===== src/hw/ser_pkg.sv =====
package ser_pkg;

  localparam int          BYTE_W           = 8;
  localparam int          CLOCK_HZ         = 100_000_000;
  localparam int          VERIFY_TIMEOUT_S = 5;
  localparam int          VERIFY_CYCLES    = VERIFY_TIMEOUT_S * CLOCK_HZ;

  localparam logic [7:0]  ESR_RESET        = 8'h80;
  localparam logic [7:0]  ESR_USED_MASK    = 8'hBD;
  localparam logic [7:0]  STB_USED_MASK    = 8'h77;
  localparam int          ESR_OPC          = 0;
  localparam int          ESR_QUERY        = 2;
  localparam int          ESR_VERIFY       = 3;
  localparam int          ESR_EXEC         = 4;
  localparam int          ESR_CMD          = 5;
  localparam int          ESR_PON          = 7;
  localparam int          STB_LIM_LSB      = 0;
  localparam int          STB_MAV          = 4;
  localparam int          STB_ESB          = 5;
  localparam int          STB_MSS          = 6;
  localparam int          LIMIT_OUTPUTS    = 3;

  localparam logic [7:0]  EXEC_NONE        = 8'h00;
  localparam logic [7:0]  EXEC_RECALL      = 8'h66;
  localparam logic [7:0]  EXEC_INVALID     = 8'h67;
  localparam logic [7:0]  EXEC_DENIED      = 8'hC8;
  localparam logic [7:0]  QERR_INTERRUPTED = 8'h01;
  localparam logic [7:0]  QERR_DEADLOCK    = 8'h02;
  localparam logic [7:0]  QERR_UNTERM      = 8'h03;
  localparam logic [7:0]  ZERO_BYTE        = 8'h00;

  localparam int          PP_LINE_W        = 3;
  localparam int          PP_SENSE_BIT     = 3;

  typedef enum logic [3:0] {
    SER_CMD_NONE,
    SER_CMD_SET_ESE,
    SER_CMD_SET_SRE,
    SER_CMD_SET_PRE,
    SER_CMD_GET_ESR,
    SER_CMD_GET_ESE,
    SER_CMD_GET_EER,
    SER_CMD_GET_QER,
    SER_CMD_GET_STB,
    SER_CMD_GET_SRE,
    SER_CMD_GET_PRE,
    SER_CMD_GET_IST,
    SER_CMD_CLS,
    SER_CMD_OPC,
    SER_CMD_PP_CONFIG,
    SER_CMD_PP_RELEASE
  } ser_cmd_code_t;

  typedef struct packed {
    logic          valid;
    ser_cmd_code_t code;
    logic [7:0]    data;
  } ser_cmd_t;

  typedef struct packed {
    logic       syntax_err;
    logic       exec_err;
    logic [7:0] exec_code;
    logic       priv_denied;
    logic       verify_start;
    logic       verify_done;
    logic       msg_ready;
    logic       term_sent;
    logic       talk_addr;
    logic       formatter_idle;
    logic       queue_empty;
    logic       queue_full;
    logic       term_parsed;
    logic       second_end;
    logic       serial_poll;
    logic       pp_active;
  } ser_event_t;

endpackage : ser_pkg


===== src/hw/ser_status_core.sv =====
`timescale 1ns/1ps
// Contract
// - Power-up loads event_status with 128: power-on bit set, rest clear.
// - event_status bits 6,1 and status_summary bits 7,3 always read zero.
// - Syntax error sets event_status bit 5 and resets the parser.
// - Non-zero execution code written sets event_status bit 4.
// - Verify target not reached within 5 s sets event_status bit 3.
// - event_status bit 0 is set only by the operation-complete command.
// - Reading event_status returns it and clears it.
// - Summary bit 5 set when event_status and event_enable share a one.
// - exec_error_code holds last error: 0 none, 102 recall, 103 invalid.
// - Unprivileged state change sets bit 4 and loads 200.
// - exec_error_code clears on read and is zero at power-up.
// - exec_error_code has no mask; any error always sets bit 4.
// - Summary bit 6 set when any summary bit meets a set request-mask bit.
// - Bit 6 gives MSS on query, RQS on serial poll; RQS clears when polled.
// - Message-available set when response ready, cleared after terminator sent.
// - Summary bits 2,1,0 follow limit summaries of outputs 3,2,1.
// - ist is one exactly when summary and poll mask share a one; readable.
// - Poll line and sense set by config, released by release; drives low only.
// - Talk with idle formatter and empty queue: bit 2, code 3, parser reset.
// - Queue full with pending response: bit 2, code 2, discard response.
// - Terminator or second END with pending response: bit 2, code 1, discard.
// - Error codes and event_status clear on read and on clear-status.
// - Each interface instance keeps its own independent copy of these registers.
module ser_status_core #(
  parameter int VERIFY_CYCLES = ser_pkg::VERIFY_CYCLES
) (
  input  wire logic               CLOCK_I,
  input  wire logic               RST_I,
  input  wire ser_pkg::ser_cmd_t   CMD_I,
  input  wire ser_pkg::ser_event_t EVENT_I,
  input  wire logic [2:0]         LIMIT_SUM_I,
  output logic                    RESP_VALID_O,
  output logic [7:0]              RESP_DATA_O,
  output logic                    PARSER_RESET_O,
  output logic                    DISCARD_RESP_O,
  output logic                    SRQ_O,
  output logic                    IST_O,
  output logic [7:0]              DIO_O,
  output logic [7:0]              DIO_OE_O
);

  // Refuse a verify window the counter cannot time
  if (VERIFY_CYCLES < 1) begin : g_bad_cycles
    $error("VERIFY_CYCLES must be at least one");
  end

  function automatic logic mask_any(input logic [7:0] a, input logic [7:0] b);
    mask_any = |(a & b);
  endfunction : mask_any

  localparam int CNT_W = $clog2(VERIFY_CYCLES + 1);

  // Per-instance state; each interface gets its own copy of this module
  logic [7:0]       event_status;
  logic [7:0]       event_enable;
  logic [7:0]       exec_error_code;
  logic [7:0]       query_error_code;
  logic [7:0]       service_request_mask;
  logic [7:0]       parallel_poll_mask;
  logic             mav;
  logic             rqs;
  logic             mss_prev;
  logic             verify_busy;
  logic [CNT_W-1:0] verify_cnt;
  logic             pp_enabled;
  logic [3:0]       pp_cfg;

  wire ser_pkg::ser_event_t ev = EVENT_I;
  wire ser_pkg::ser_cmd_t   cmd = CMD_I;

  function automatic logic is_cmd(input ser_pkg::ser_cmd_t c, input ser_pkg::ser_cmd_code_t k);
    is_cmd = c.valid && (c.code == k);
  endfunction : is_cmd

  // Query error detection, priority unterminated > deadlock > interrupted
  wire q_unterm  = ev.talk_addr && ev.formatter_idle && ev.queue_empty;
  wire q_dead    = mav && ev.queue_full;
  wire q_intr    = mav && (ev.term_parsed || ev.second_end);
  wire q_any     = q_unterm || q_dead || q_intr;
  wire [7:0] q_code = q_unterm ? ser_pkg::QERR_UNTERM :
                      q_dead   ? ser_pkg::QERR_DEADLOCK : ser_pkg::QERR_INTERRUPTED;
  wire discard   = (q_dead || q_intr) && !q_unterm;

  // Execution error code source
  wire       e_set  = ev.priv_denied || (ev.exec_err && ev.exec_code != ser_pkg::EXEC_NONE);
  wire [7:0] e_code = ev.priv_denied ? ser_pkg::EXEC_DENIED : ev.exec_code;

  wire verify_timeout = verify_busy && (verify_cnt == CNT_W'(VERIFY_CYCLES - 1));

  wire cls     = is_cmd(cmd, ser_pkg::SER_CMD_CLS);
  wire rd_esr  = is_cmd(cmd, ser_pkg::SER_CMD_GET_ESR);
  wire rd_eer  = is_cmd(cmd, ser_pkg::SER_CMD_GET_EER);
  wire rd_qer  = is_cmd(cmd, ser_pkg::SER_CMD_GET_QER);

  logic [7:0] esr_set;
  always_comb begin
    esr_set                      = ser_pkg::ZERO_BYTE;
    esr_set[ser_pkg::ESR_CMD]    = ev.syntax_err;
    esr_set[ser_pkg::ESR_EXEC]   = e_set;
    esr_set[ser_pkg::ESR_VERIFY] = verify_timeout;
    esr_set[ser_pkg::ESR_QUERY]  = q_any;
    esr_set[ser_pkg::ESR_OPC]    = is_cmd(cmd, ser_pkg::SER_CMD_OPC);
  end

  // Clear on read or clear-status; a same-cycle event survives
  wire [7:0] next_event_status = (((rd_esr || cls) ? ser_pkg::ZERO_BYTE : event_status)
                                  | esr_set) & ser_pkg::ESR_USED_MASK;
  wire [7:0] next_exec_error   = e_set ? e_code :
                                 ((rd_eer || cls) ? ser_pkg::ZERO_BYTE : exec_error_code);
  wire [7:0] next_query_error  = q_any ? q_code :
                                 ((rd_qer || cls) ? ser_pkg::ZERO_BYTE : query_error_code);

  // Status summary assembly
  wire       esb      = mask_any(event_status, event_enable);
  logic [7:0] stb_base;
  always_comb begin
    stb_base = ser_pkg::ZERO_BYTE;
    stb_base[ser_pkg::STB_LIM_LSB +: ser_pkg::LIMIT_OUTPUTS] = LIMIT_SUM_I;
    stb_base[ser_pkg::STB_MAV] = mav;
    stb_base[ser_pkg::STB_ESB] = esb;
  end
  wire        mss      = mask_any(stb_base, service_request_mask);
  wire [7:0]  stb_mss  = (stb_base | (8'(mss) << ser_pkg::STB_MSS)) & ser_pkg::STB_USED_MASK;
  wire [7:0]  stb_rqs  = (stb_base | (8'(rqs) << ser_pkg::STB_MSS)) & ser_pkg::STB_USED_MASK;
  wire        ist      = mask_any(stb_mss, parallel_poll_mask);

  logic [7:0] resp_mux;
  always_comb begin
    case (cmd.code)
      ser_pkg::SER_CMD_GET_ESR: resp_mux = event_status;
      ser_pkg::SER_CMD_GET_ESE: resp_mux = event_enable;
      ser_pkg::SER_CMD_GET_EER: resp_mux = exec_error_code;
      ser_pkg::SER_CMD_GET_QER: resp_mux = query_error_code;
      ser_pkg::SER_CMD_GET_STB: resp_mux = stb_mss;
      ser_pkg::SER_CMD_GET_SRE: resp_mux = service_request_mask;
      ser_pkg::SER_CMD_GET_PRE: resp_mux = parallel_poll_mask;
      ser_pkg::SER_CMD_GET_IST: resp_mux = 8'(ist);
      default:                  resp_mux = ser_pkg::ZERO_BYTE;
    endcase
  end
  wire is_query = cmd.valid && (cmd.code >= ser_pkg::SER_CMD_GET_ESR)
                  && (cmd.code <= ser_pkg::SER_CMD_GET_IST);

  // Parallel poll drive: line pulled low only, released otherwise
  wire [7:0] pp_line = 8'h01 << pp_cfg[ser_pkg::PP_LINE_W-1:0];
  wire       pp_hit  = pp_enabled && ev.pp_active && (ist == pp_cfg[ser_pkg::PP_SENSE_BIT]);
  wire [7:0] next_dio_oe = pp_hit ? pp_line : ser_pkg::ZERO_BYTE;

  always_ff @(posedge CLOCK_I) begin
    if (RST_I) begin
      event_status     <= ser_pkg::ESR_RESET;
      exec_error_code  <= ser_pkg::ZERO_BYTE;
      query_error_code <= ser_pkg::ZERO_BYTE;
    end else begin
      event_status     <= next_event_status;
      exec_error_code  <= next_exec_error;
      query_error_code <= next_query_error;
    end
  end

  always_ff @(posedge CLOCK_I) begin
    if (RST_I) begin
      event_enable         <= ser_pkg::ZERO_BYTE;
      service_request_mask <= ser_pkg::ZERO_BYTE;
      parallel_poll_mask   <= ser_pkg::ZERO_BYTE;
    end else begin
      if (is_cmd(cmd, ser_pkg::SER_CMD_SET_ESE)) begin
        event_enable <= cmd.data;
      end
      if (is_cmd(cmd, ser_pkg::SER_CMD_SET_SRE)) begin
        service_request_mask <= cmd.data;
      end
      if (is_cmd(cmd, ser_pkg::SER_CMD_SET_PRE)) begin
        parallel_poll_mask <= cmd.data;
      end
    end
  end

  always_ff @(posedge CLOCK_I) begin
    if (RST_I) begin
      mav <= 1'b0;
    end else if (ev.msg_ready) begin
      mav <= 1'b1;
    end else if (ev.term_sent || discard) begin
      mav <= 1'b0;
    end
  end

  // RQS latches on a new MSS edge, clears when polled; a new edge wins
  always_ff @(posedge CLOCK_I) begin
    if (RST_I) begin
      rqs      <= 1'b0;
      mss_prev <= 1'b0;
    end else begin
      mss_prev <= mss;
      if (mss && !mss_prev) begin
        rqs <= 1'b1;
      end else if (ev.serial_poll || !mss) begin
        rqs <= 1'b0;
      end
    end
  end

  always_ff @(posedge CLOCK_I) begin
    if (RST_I) begin
      verify_busy <= 1'b0;
      verify_cnt  <= '0;
    end else if (ev.verify_start) begin
      verify_busy <= 1'b1;
      verify_cnt  <= '0;
    end else if (ev.verify_done || verify_timeout) begin
      verify_busy <= 1'b0;
    end else if (verify_busy) begin
      verify_cnt  <= verify_cnt + 1'b1;
    end
  end

  always_ff @(posedge CLOCK_I) begin
    if (RST_I) begin
      pp_enabled <= 1'b0;
      pp_cfg     <= 4'h0;
    end else if (is_cmd(cmd, ser_pkg::SER_CMD_PP_CONFIG)) begin
      pp_enabled <= 1'b1;
      pp_cfg     <= cmd.data[3:0];
    end else if (is_cmd(cmd, ser_pkg::SER_CMD_PP_RELEASE)) begin
      pp_enabled <= 1'b0;
    end
  end

  always_ff @(posedge CLOCK_I) begin
    if (RST_I) begin
      RESP_VALID_O   <= 1'b0;
      RESP_DATA_O    <= ser_pkg::ZERO_BYTE;
      PARSER_RESET_O <= 1'b0;
      DISCARD_RESP_O <= 1'b0;
      SRQ_O          <= 1'b0;
      IST_O          <= 1'b0;
      DIO_O          <= ser_pkg::ZERO_BYTE;
      DIO_OE_O       <= ser_pkg::ZERO_BYTE;
    end else begin
      RESP_VALID_O   <= is_query || ev.serial_poll;
      RESP_DATA_O    <= ev.serial_poll ? stb_rqs : resp_mux;
      PARSER_RESET_O <= ev.syntax_err || q_unterm;
      DISCARD_RESP_O <= discard;
      SRQ_O          <= rqs;
      IST_O          <= ist;
      DIO_O          <= ser_pkg::ZERO_BYTE;
      DIO_OE_O       <= next_dio_oe;
    end
  end
endmodule : ser_status_core


===== config.mk =====
export PLATFORM = sky130hd
export DESIGN_NAME = ser_status_core
export DESIGN_NICKNAME = d
export VERILOG_FILES = /design/src/hw/ser_pkg.sv /design/src/hw/ser_status_core.sv
export SDC_FILE = /design/constraint.sdc
export NUM_CORES = 1
export LEC_CHECK = 0
export BUFFER_PORTS_ARGS = -buffer_cell sky130_fd_sc_hd__clkbuf_2
export CORE_AREA = 2 2 117 119
export DETAILED_ROUTE_END_ITERATION = 8
export DIE_AREA = 0 0 119 121
export HOLD_SLACK_MARGIN = 0.1
export PLACE_DENSITY = 0.5
export SKIP_LAST_GASP = 1
export SLEW_MARGIN = 20
export SYNTH_ARGS = -nofsm -noshare
export SYNTH_HDL_FRONTEND = slang
export SYNTH_SLANG_ARGS = --single-unit

===== constraint.sdc =====
create_clock -name CLOCK_I -period 2.4 [get_ports CLOCK_I]
set_input_delay 0.12 -clock CLOCK_I [delete_from_list [all_inputs] [get_ports CLOCK_I]]
set_output_delay 0.12 -clock CLOCK_I [all_outputs]
set_load 0.02 [all_outputs]

==> run summary, run 1 <==
Via count: 4076
Gr ovfl total: 0
CTS root buf: clkbuf_16
Placer congestion estimate: 0.883
Number of synthesized flops with an enable pin: 0
Crit Reg-Reg Endpoint: verify_cnt[10]$_SDFFE_PP0P_
Setup TNS: 0 ns
Seq/Total Area, Yosys: 43.8%
Post-Syn Instances: 519
Post-synth ARST share: 0%
Final worst slack: 0.249 ns
IO Pins: 70
Critical path class: in -> reg
Final period utilization: 89.6%
Clk_skew: 0.00520 ns
Clock transition at path regs: 0.07 ns
Nets: 650
Leak: 2.14 nW
Most frequent cells after synthesis: dfxtp_1, nor2_1, nand2_1
Reg-to-reg setup timing slack: 0.37 ns
Post-layout min period: 2.15 ns
CTS Sinks: 99
Tot Pwr: 0.00332 W
Post-DR wirelength/cell: 15.5 µm
Area leader, netlist: dfxtp_1
Worst Path Max Fanout: 8
CTS buffer count: 9
Fraction of layout cells with a size suffix above 1: 16.5%
RR Startpoint: verify_cnt[0]$_SDFFE_PP0P_
Total wire length: 12200 µm
Synth cell types: 57
CTS Buffer Depth: 2
Worst-Margin Slew: 0.633 ns
Via/cell ratio: 5.17
CP startpoint: EVENT_I[13]
Residual DRC: 0
N_diodes: 0
Worst slack, placed: 0.384 ns
Starting DRT DRC Count: 251
First-pass GRT wire length: 19800 µm
Layout fillers: 1343
CP Data Arrival Time: 2.44 ns
Initial antenna violation count: 0
Ys flop type: dfxtp_1
Max_cap viols: 0
Setup crit end kind: flip-flop
Die X: 119 µm
Post-CTS setup repair buffer count: 0
Synth Register Bits: 99
P&R area growth vs syn: 23.2%
Post-Synthesis Cell Area: 0.00453 mm²
Synthesis Warnings: 0
Row count: 42
Setup Viol. Count Final: 0
Peak supply drop: 345 µV
Crit path to: exec_error_code[7]$_SDFFE_PP0P_
Final hold violations: 0
Hold wc startpoint: LIMIT_SUM_I[1]
Worst slew margin: 57.5%
Post-cts sizing count: 0
Crit start category: input pin
Max-slew violations: 0
Buffers on Ports: 61
Top cell type's share of synthesized area: 43.8%
Fmax: 0.465 GHz
H-tree levels: 3
Most common cell in the synthesized netlist: dfxtp_1
GRT Util Overall: 17.5%
Core ar.: 0.0131 mm²
Vias in the first global route: 3966
Mean Syn Cell Area: 8.72 µm²
Die height: 121 µm
Pwr dens: 596 mW/mm²
Pre-antenna DRT Iters: 5
HPWL after DPL: 8970 µm
Detail Route Antenna Nets: 0
Top cells by area, synth: dfxtp_1, mux2i_1, nor2_1, a21oi_1, nand2_1
Hold buffer count at CTS: 29
CP required: 2.69 ns
Initial core utilization: 34.6%
R2R depth: 7
Unrepaired setup endpoints after global routing: no
Worst hold path class: in -> reg
Clk Latency, worst-skew pair: 0.35 ns
Largest net degree at the start of global routing: 38
Outcome: finished, final reports clean
CTS tree: built
Die Area: 0.0144 mm²
-- worst min path at each step --
stage	end	slack, ns	depth (start not counted)
5_1_grt	RESP_DATA_O[1]$_SDFF_PP0_	0.12	2
3_3_place_gp	mav$_SDFFE_PP0P_	0.34	3
6_report	RESP_DATA_O[1]$_SDFF_PP0_	0.13	2
3_5_place_dp	DISCARD_RESP_O$_SDFF_PP0_	0.34	2
2_1_floorplan	RESP_DATA_O[2]$_SDFF_PP0_	0.23	2
4_1_cts	RESP_DATA_O[1]$_SDFF_PP0_	0.10	2
-- worst max-delay path, cell delays in order --
cell           delay (ns)
dlygate4sd3_1        0.55
clkbuf_2             0.12
nor4_1               0.32
nand2_1              0.14
a211oi_1             0.26
buf_4                0.20
a221oi_1             0.09
dlygate4sd3_1        0.57
nor2_1               0.08
-- logic make-up after synthesis --
kind of cell               after synthesis  synth area share, %
other                                    1               0.0828
adders and majority gates                1                0.276
DFF                                     99                 43.8
buffers and inverters                   42                 4.45
and+or+nand+nor                        222                 25.3
xor gates and xnor gates                14                 2.71
muxes                                   35                 7.82
AOI/OAI and AO/OA                      105                 15.6
-- stage by stage --
| stage | instances | hold WS [ns] | area (µm²) | utilization (%) |
|---|---|---|---|---|
| after floorplan | 526 | 0.229 | 4550 | - |
| after global placement | 744 | 0.340 | 5020 | 38.4 |
| after detailed placement | 744 | 0.342 | 5020 | 38.4 |
| after CTS | 788 | 0.102 | 5580 | 42.6 |
| after global routing | 788 | 0.123 | 5580 | 42.6 |
| final | 788 | 0.128 | 5580 | 42.6 |
-- area by class of cell --
cell class | count | area [µm²] | share of cell area (%)
multi-input cells | 385 | 2370 | 42.5
flip-flops and latches | 99 | 1980 | 35.5
repair buffers | 105 | 708 | 12.7
clock buffers | 10 | 239 | 4.28
well taps | 176 | 220 | 3.95
clock inverters | 5 | 30.0 | 0.538
inverters | 8 | 30.0 | 0.538
-- cells in the final DEF (no fill, tap or decap), types with 15 or more instances in the layout --
master / netlist / layout
a21oi_1: 28 / 28
a22oi_1: 17 / 17
buf_4: 10 / 15
clkbuf_2: 0 / 61
dfxtp_1: 99 / 99
dlygate4sd3_1: 0 / 29
mux2i_1: 32 / 32
nand2_1: 37 / 37
nor2_1: 77 / 77
-- power breakdown --
group	internal, W	switching, W	leakage (nW)	total (W)
Combinational	0.000125	0.000169	1.21	0.000294
Clock	0.000719	0.000612	0.130	0.00133
Sequential	0.00167	0.0000266	0.803	0.00170
Total	0.00252	0.000807	2.14	0.00332
-- per-layer routing --
metal	GRT usage (%)	wire (µm)	up-vias
met4	6.70	275	0
li1	-	-	2055
met2	29.2	5920	100
met5	0	0	-
met1	22.0	5510	1899
met3	3.81	501	22
-- state kept, by name, indices dropped and copies added (netlist names) --
register and count:
DIO_OE_O 8, SRQ_O 1, query_error_code 2, parallel_poll_mask 8, exec_error_code 8, event_status 6
mav 1, verify_busy 1, RESP_DATA_O 8, RESP_VALID_O 1, pp_cfg 4, IST_O 1
DISCARD_RESP_O 1, verify_cnt 29, event_enable 8, PARSER_RESET_O 1, rqs 1, service_request_mask 8
pp_enabled 1, mss_prev 1
No activity file was read; power rests on OpenSTA's default activity.
==> run 2: changes to the inputs <==
--- a/config.mk
+++ b/config.mk
@@ -6,13 +6,16 @@
 export NUM_CORES = 1
 export LEC_CHECK = 0
 export BUFFER_PORTS_ARGS = -buffer_cell sky130_fd_sc_hd__clkbuf_2
+export CELL_PAD_IN_SITES_DETAIL_PLACEMENT = 1
+export CELL_PAD_IN_SITES_GLOBAL_PLACEMENT = 1
 export CORE_AREA = 2 2 117 119
 export DETAILED_ROUTE_END_ITERATION = 8
 export DIE_AREA = 0 0 119 121
 export HOLD_SLACK_MARGIN = 0.1
-export PLACE_DENSITY = 0.5
+export PLACE_DENSITY = 0.64
 export SKIP_LAST_GASP = 1
 export SLEW_MARGIN = 20
 export SYNTH_ARGS = -nofsm -noshare
 export SYNTH_HDL_FRONTEND = slang
 export SYNTH_SLANG_ARGS = --single-unit
+export TNS_END_PERCENT = 30
==> run 2 against run 1 <==
  * Critical path depth fell by 2
  * Critical endpoint is now exec_error_code[5]$_SDFFE_PP0P_
  * Power rose by 4.4%
  * Utilization rose by 0.067 points
==> run summary, run 2 (synthesis results as in run 1) <==
Initial antenna violation count: 0 (unchanged)
Max_cap viols: 0 (unchanged)
CTS tree: built
Via/cell ratio: 5.32 (+2.8%)
CP Data Arrival Time: 2.34 ns (-0.10 ns)
Worst hold path class: in -> reg
Layout fillers: 1577 (+17%)
Commonest cells after routing, fill and taps aside: dfxtp_1, nor2_1, clkbuf_2, nand2_1, mux2i_1
Post-DR wirelength/cell: 17.3 µm (+12%)
CTS root buf: clkbuf_16
Die height: 121 µm (unchanged)
CTS Buffer Depth: 2 (unchanged)
Top reg by flops: verify_cnt
Post-cts sizing count: 0 (unchanged)
Final core utilization: 42.7% (+0.067 points)
Fmax: 0.486 GHz (+4.5%)
CTS buffer count: 9 (unchanged)
Hold wc startpoint: EVENT_I[21]
Setup Viol. Count Final: 0 (unchanged)
Placer congestion estimate: 0.855 (-3.1%)
Via count: 4176 (+2.5%)
Fraction of layout cells with a size suffix above 1: 16.1% (-0.41 points)
Worst-Margin Slew: 0.894 ns (+0.261 ns)
Largest net degree at the start of global routing: 38 (unchanged)
Core ar.: 0.0131 mm² (unchanged)
End of the worst hold path: exec_error_code[3]$_SDFFE_PP0P_
Die Area: 0.0144 mm² (unchanged)
CP required: 2.68 ns (about the same)
Clock transition at path regs: 0.06 ns (about the same)
Setup TNS: 0 ns (unchanged)
Residual DRC: 0 (unchanged)
Unrepaired setup endpoints after global routing: no
H-tree levels: 3 (unchanged)
Multi-input logic area: 0.00237 mm² (unchanged)
Pre-antenna DRT Iters: 4 (-1)
Register area: 0.00198 mm² (unchanged)
Critical path class: in -> reg
Hold path cells: 3 (+1)
Worst Path Max Fanout: 8 (unchanged)
CP cell instances: dlygate4sd3_1 -> clkbuf_2 -> nor4_1 -> nand2_1 -> a211oi_1 -> a22oi_1 -> nor2_1
Crit path buf inv count: 2 (-2)
First-pass GRT wire length: 22400 µm (+13%)
Reg-to-reg setup timing slack: 0.38 ns (about the same)
Max FFs per register: 29 (unchanged)
Final Instance Count excl. Fillers: 785 (-0.38%)
R2R depth: 7 (unchanged)
Starting DRT DRC Count: 280 (+12%)
Max-slew violations: 0 (unchanged)
Final hold violations: 0 (unchanged)
N_diodes: 0 (unchanged)
Post-route cell area: 0.00559 mm² (+0.16%)
RR Startpoint: verify_cnt[0]$_SDFFE_PP0P_
Peak supply drop: 494 µV (+43%)
Row count: 42 (unchanged)
Detail Route Antenna Nets: 0 (unchanged)
Clk Latency, worst-skew pair: 0.34 ns (about the same)
Outcome: finished, final reports clean
Gr ovfl total: 0 (unchanged)
Top cell family by delay on the critical path: compound AO/OA/AOI/OAI gates
Die X: 119 µm (unchanged)
CTS Sinks: 99 (unchanged)
IO Pins: 70 (unchanged)
Commonest non-fill, non-tap cell in the layout: dfxtp_1
Worst slew margin: 40.0% (-17 points)
Slowest CP cell: a211oi_1
HPWL after DPL: 10100 µm (+13%)
Initial core utilization: 34.6% (unchanged)
Area after DPL: 0.00500 mm² (-0.30%)
Nets: 647 (-0.46%)
Placed Cells: 742 (-0.27%)
Slowest stage delay, CP: 0.78 ns (+0.21 ns)
Clk_skew: 0.00423 ns (-0.000967 ns)
Leak: 2.14 nW (about the same)
Buffers on Ports: 61 (unchanged)
Post-CTS setup repair buffer count: 0 (unchanged)
Setup crit end kind: flip-flop
P&R area growth vs syn: 23.4%
Post-layout min period: 2.06 ns (-0.0931 ns)
Crit start category: input pin
GRT Util Overall: 19.7% (+2.3 points)
Final period utilization: 85.8% (-3.9 points)
Total wire length: 13600 µm (+11%)
Vias in the first global route: 4430 (+12%)
Pwr dens: 621 mW/mm² (+4.2%)
Crit Reg-Reg Endpoint: verify_cnt[6]$_SDFFE_PP0P_
## run 2: how the worst max path moves through the flow
stage	start	to	slack (ns)	cells after the start
after floorplan	verify_cnt[0]$_SDFFE_PP0P_	verify_busy$_SDFFE_PP0P_	0.58	7
after global placement	verify_cnt[0]$_SDFFE_PP0P_	verify_cnt[4]$_SDFFE_PP0P_	0.50	7
after detailed placement	verify_cnt[0]$_SDFFE_PP0P_	verify_cnt[6]$_SDFFE_PP0P_	0.40	7
after CTS	EVENT_I[19]	exec_error_code[5]$_SDFFE_PP0P_	0.36	7
after global routing	EVENT_I[19]	exec_error_code[0]$_SDFFE_PP0P_	0.10	7
final	EVENT_I[19]	exec_error_code[5]$_SDFFE_PP0P_	0.34	7
## run 2: area by class of cell
type	count	share of cell area [%]
multi-input cells	385	42.4
flip-flops and latches	99	35.5
repair buffers	102	12.2
clock buffers	12	4.59
well taps	176	3.94
clock inverters	3	0.828
inverters	8	0.537
## run 2: tightest hold or removal path, cell delays in order
cell and delay, ns:
clkbuf_2 0.16, a221oi_1 0.10, nor2_1 0.08
## run 2: repair_timing
action | CTS | global route
hold buffers | 28 | 0
endpoints found under the hold margin | 43 | 0
setup endpoints to repair | 0 | 0
## run 2: power breakdown
group | switching [W] | leakage (nW) | total, W | internal, W
sequential | 0.0000267 | 0.803 | 0.00170 | 0.00167
combinational | 0.000175 | 1.19 | 0.000295 | 0.000120
clock | 0.000612 | 0.145 | 0.00147 | 0.000863
## run 2: per-stage QoR
stage,setup slack (ns),hold slack (ns),power [W]
finish,0.342,0.149,0.00347
detailed placement,0.400,0.338,0.00199
CTS,0.359,0.124,0.00352
floorplan,0.580,0.229,0.00189
global placement,0.501,0.335,0.00199
global route,0.102,0.133,0.00361
## run 2: metal layers
layer	share of wire [%]	GRT usage (%)	vias up
li1	-	-	2044
met1	40	21.5	2035
met2	54	37.0	75
met3	3.7	5.17	22
met4	2.0	6.40	0
met5	0	0	-
==> run 3: changes to the inputs <==
--- a/config.mk
+++ b/config.mk
@@ -5,14 +5,15 @@
 export SDC_FILE = /design/constraint.sdc
 export NUM_CORES = 1
 export LEC_CHECK = 0
+export ABC_AREA = 1
 export BUFFER_PORTS_ARGS = -buffer_cell sky130_fd_sc_hd__clkbuf_2
 export CELL_PAD_IN_SITES_DETAIL_PLACEMENT = 1
 export CELL_PAD_IN_SITES_GLOBAL_PLACEMENT = 1
-export CORE_AREA = 2 2 117 119
+export CORE_AREA = 2 2 120 122
 export DETAILED_ROUTE_END_ITERATION = 8
-export DIE_AREA = 0 0 119 121
+export DIE_AREA = 0 0 122 124
 export HOLD_SLACK_MARGIN = 0.1
-export PLACE_DENSITY = 0.64
+export PLACE_DENSITY = 0.67
 export SKIP_LAST_GASP = 1
 export SLEW_MARGIN = 20
 export SYNTH_ARGS = -nofsm -noshare
==> run 3 against run 2 <==
  * Clock-buffer cell count up 1
  * Cell count up 25%
  * Sequential cell count unchanged
  * Critical path depth up 3
  * Combinational power down 3%
  * Clock power up 12%
  * Clock skew up 0.0067 ns
  * Via count up 18%
  * Synthesized cell count up 39%
  * Routed wire length up 12%
==> run summary, run 3 <==
Die X: 122 µm (+2.5%)
Complex-gate fraction of the synthesized area: 13.9% (-1.7 points)
Final Instance Count excl. Fillers: 985 (+25%)
Final hold violations: 0 (unchanged)
Mean Syn Cell Area: 6.65 µm² (-24%)
Multi-input logic area: 0.00238 mm² (+0.48%)
CTS root buf: clkbuf_16
Via/cell ratio: 4.98 (-6.3%)
Post-cts sizing count: 0 (unchanged)
CTS Buffer Depth: 2 (unchanged)
Post-synthesis xor/xnor area fraction: 2.93% (+0.22 points)
Crit start category: flip-flop
Post-route cell area: 0.00577 mm² (+3.3%)
Fmax: 0.484 GHz (-0.36%)
Detail Route Antenna Nets: 0 (unchanged)
Largest net degree at the start of global routing: 38 (unchanged)
Area leader, netlist: dfxtp_1
Fraction of layout cells with a size suffix above 1: 12.0% (-4.0 points)
CTS tree: built
CP cell instances: ha_1 -> nand3_2 -> nor2_1 -> nand3_1 -> nand2_2 -> inv_2 -> nand2_1 -> nand2_1 -> nand2_1 -> nor2_1
Worst slew margin: 57.0% (+17 points)
Leak: 2.35 nW (+9.8%)
Post-DR wirelength/cell: 15.5 µm (-11%)
GRT Util Overall: 21.7% (+1.9 points)
Starting DRT DRC Count: 217 (-23%)
Clk Latency, worst-skew pair: 0.36 ns (+0.02 ns)
Total wire length: 15200 µm (+12%)
Simple-gate area share of the yosys netlist: 32.1% (+6.8 points)
Row count: 43 (+2.4%)
Core ar.: 0.0137 mm² (+4.8%)
Placed Cells: 948 (+28%)
Post-synthesis mux area share: 0% (-7.8 points)
Final period utilization: 86.1% (+0.31 points)
Top cell family by delay on the critical path: simple AND/OR/NAND/NOR gates
CP required: 2.64 ns (-0.04 ns)
Ys flop type: dfxtp_1
Synthesis Warnings: 0 (unchanged)
Buffers on Ports: 61 (unchanged)
Clk_skew: 0.0110 ns (+0.00673 ns)
Synth cell types: 36 (-37%)
Via count: 4910 (+18%)
Worst hold path class: in -> reg
Max FFs per register: 29 (unchanged)
Vias in the first global route: 4902 (+11%)
First-pass GRT wire length: 25200 µm (+13%)
Layout fillers: 1812 (+15%)
Top cell type's share of synthesized area: 41.5% (-2.3 points)
Worst Path Max Fanout: 29 (+21)
Top reg by flops: verify_cnt
Max_cap viols: 0 (unchanged)
Synth Register Bits: 99 (unchanged)
Worst-Margin Slew: 0.644 ns (-0.250 ns)
CP Data Arrival Time: 2.30 ns (-0.04 ns)
Post-synth ARST share: 0% (unchanged)
Post-layout min period: 2.07 ns (+0.00738 ns)
Slowest stage delay, CP: 0.39 ns (-0.39 ns)
IO Pins: 70 (unchanged)
Initial core utilization: 34.8% (+0.25 points)
Setup crit end kind: flip-flop
Placer congestion estimate: 0.847 (-0.89%)
Residual DRC: 0 (unchanged)
Setup Viol. Count Final: 0 (unchanged)
Post-Synthesis Cell Area: 0.00478 mm² (+5.6%)
Synthesized-area fraction occupied by adder cells: 0.262% (-0.015 points)
Die Area: 0.0151 mm² (+5.1%)
Most common cell in the synthesized netlist: nand2_1
Top cells by area, synth: dfxtp_1, nand2_1, nor2_1, a21oi_1, inv_1
Most frequent cells after synthesis: nand2_1, nor2_1, dfxtp_1
Number of synthesized flops with an enable pin: 0 (unchanged)
Area after DPL: 0.00523 mm² (+4.5%)
Peak supply drop: 309 µV (-37%)
HPWL after DPL: 11500 µm (+13%)
Pre-antenna DRT Iters: 5 (+1)
Commonest cells after routing, fill and taps aside: nand2_1, nor2_1, dfxtp_1, inv_1, a21oi_1
Setup TNS: 0 ns (unchanged)
CTS Sinks: 99 (unchanged)
Gr ovfl total: 0 (unchanged)
Register area: 0.00198 mm² (unchanged)
Post-Syn Instances: 719 (+39%)
H-tree levels: 3 (unchanged)
Die height: 124 µm (+2.5%)
Crit path buf inv count: 1 (-1)
CTS buffer count: 9 (unchanged)
Commonest non-fill, non-tap cell in the layout: nand2_1
Pwr dens: 628 mW/mm² (+1.2%)
Nets: 842 (+30%)
Outcome: finished, final reports clean
Critical path class: reg -> reg
P&R area growth vs syn: 20.7%
N_diodes: 0 (unchanged)
Initial antenna violation count: 0 (unchanged)
Slowest CP cell: dfxtp_1
Max-slew violations: 0 (unchanged)
Clock transition at path regs: 0.07 ns (about the same)
Seq/Total Area, Yosys: 41.5% (-2.3 points)
Crit-path most repeated cell: nand2_1
Unrepaired setup endpoints after global routing: no
Largest family of logic cells by synthesized area: simple AND/OR/NAND/NOR gates
==> run 3: cell types whose count changed after synthesis, sizes merged, moves of 11 or more <==
cell,before,now
or3,11,0
nor2b,11,0
nor2,77,106
nor4,14,0
nand2,37,202
a22oi,17,0
inv,8,75
a21oi,28,66
o21ai,15,46
mux2i,32,0
nand3,13,31
nor3,7,21
==> run 3: path summary, 6_finish.rpt <==
path | slack (ns) | start | endpoint | depth (start not counted)
max | 0.33 | verify_cnt[1]$_SDFFE_PP0P_ | verify_cnt[17]$_SDFFE_PP0P_ | 10
min | 0.11 | RST_I | verify_cnt[2]$_SDFFE_PP0P_ | 4
max reg2reg | 0.33 | verify_cnt[1]$_SDFFE_PP0P_ | verify_cnt[17]$_SDFFE_PP0P_ | 10
min reg2reg | 0.40 | mss_prev$_SDFF_PP0_ | rqs$_SDFFE_PP0P_ | 1
==> run 3: per-stage QoR <==
stage	total power [W]	util (%)	setup WS, ns	hold WS, ns
CTS	0.00366	42.1	0.317	0.101
global placement	0.00199	38.1	0.452	0.337
global route	0.00377	42.1	0.0830	0.126
detailed placement	0.00200	38.1	0.323	0.348
finish	0.00363	42.1	0.334	0.106
floorplan	0.00190	-	0.904	0.235
==> run 3: tightest hold or removal path: cells and delay by family <==
family                 cells  cell delay, ns
and+or+nand+nor            3            0.18
buffers and inverters      1            0.12
==> run 3: area by class of cell <==
class,count,share of cell area (%)
Inverter,78,5.07
Multi-Input combinational cell,524,41.3
Clock inverter,3,1.19
Timing Repair Buffer,88,9.71
Tap cell,180,3.90
Sequential cell,99,34.3
Clock buffer,13,4.51
==> run 3: kinds of logic (layout without fill, tap and decap cells) <==
| kind of cell | count (synthesis) | after routing |
|---|---|---|
| AOI/OAI and AO/OA | 126 | 126 |
| xor gates and xnor gates | 16 | 16 |
| other | 1 | 8 |
| buffers and inverters | 103 | 182 |
| adders and majority gates | 1 | 1 |
| and+or+nand+nor | 373 | 373 |
| DFF | 99 | 99 |
==> run 3: where the power goes <==
part | switching [W] | internal [W] | total, W | leakage (nW)
clock network | 0.000661 | 0.000977 | 0.00164 | 0.160
logic | 0.000187 | 0.0000984 | 0.000285 | 1.39
registers | 0.0000235 | 0.00168 | 0.00170 | 0.804
total | 0.000871 | 0.00275 | 0.00363 | 2.35
==> run 3: routing by layer <==
layer | up-vias | part of all wire [%] | GRT usage (%) | routed length [µm]
li1 | 2439 | - | - | -
met1 | 2350 | 50 | 30.1 | 7570
met2 | 101 | 44 | 33.8 | 6770
met3 | 20 | 4.5 | 3.71 | 685
met4 | 0 | 1.5 | 8.05 | 230
met5 | - | 0 | 0 | 0
==> run 3: what timing repair did <==
item,CTS,global route
hold buffers,21,0
setup buffers,0,0
endpoints found under the hold margin,26,0
endpoints found under the setup margin,0,0
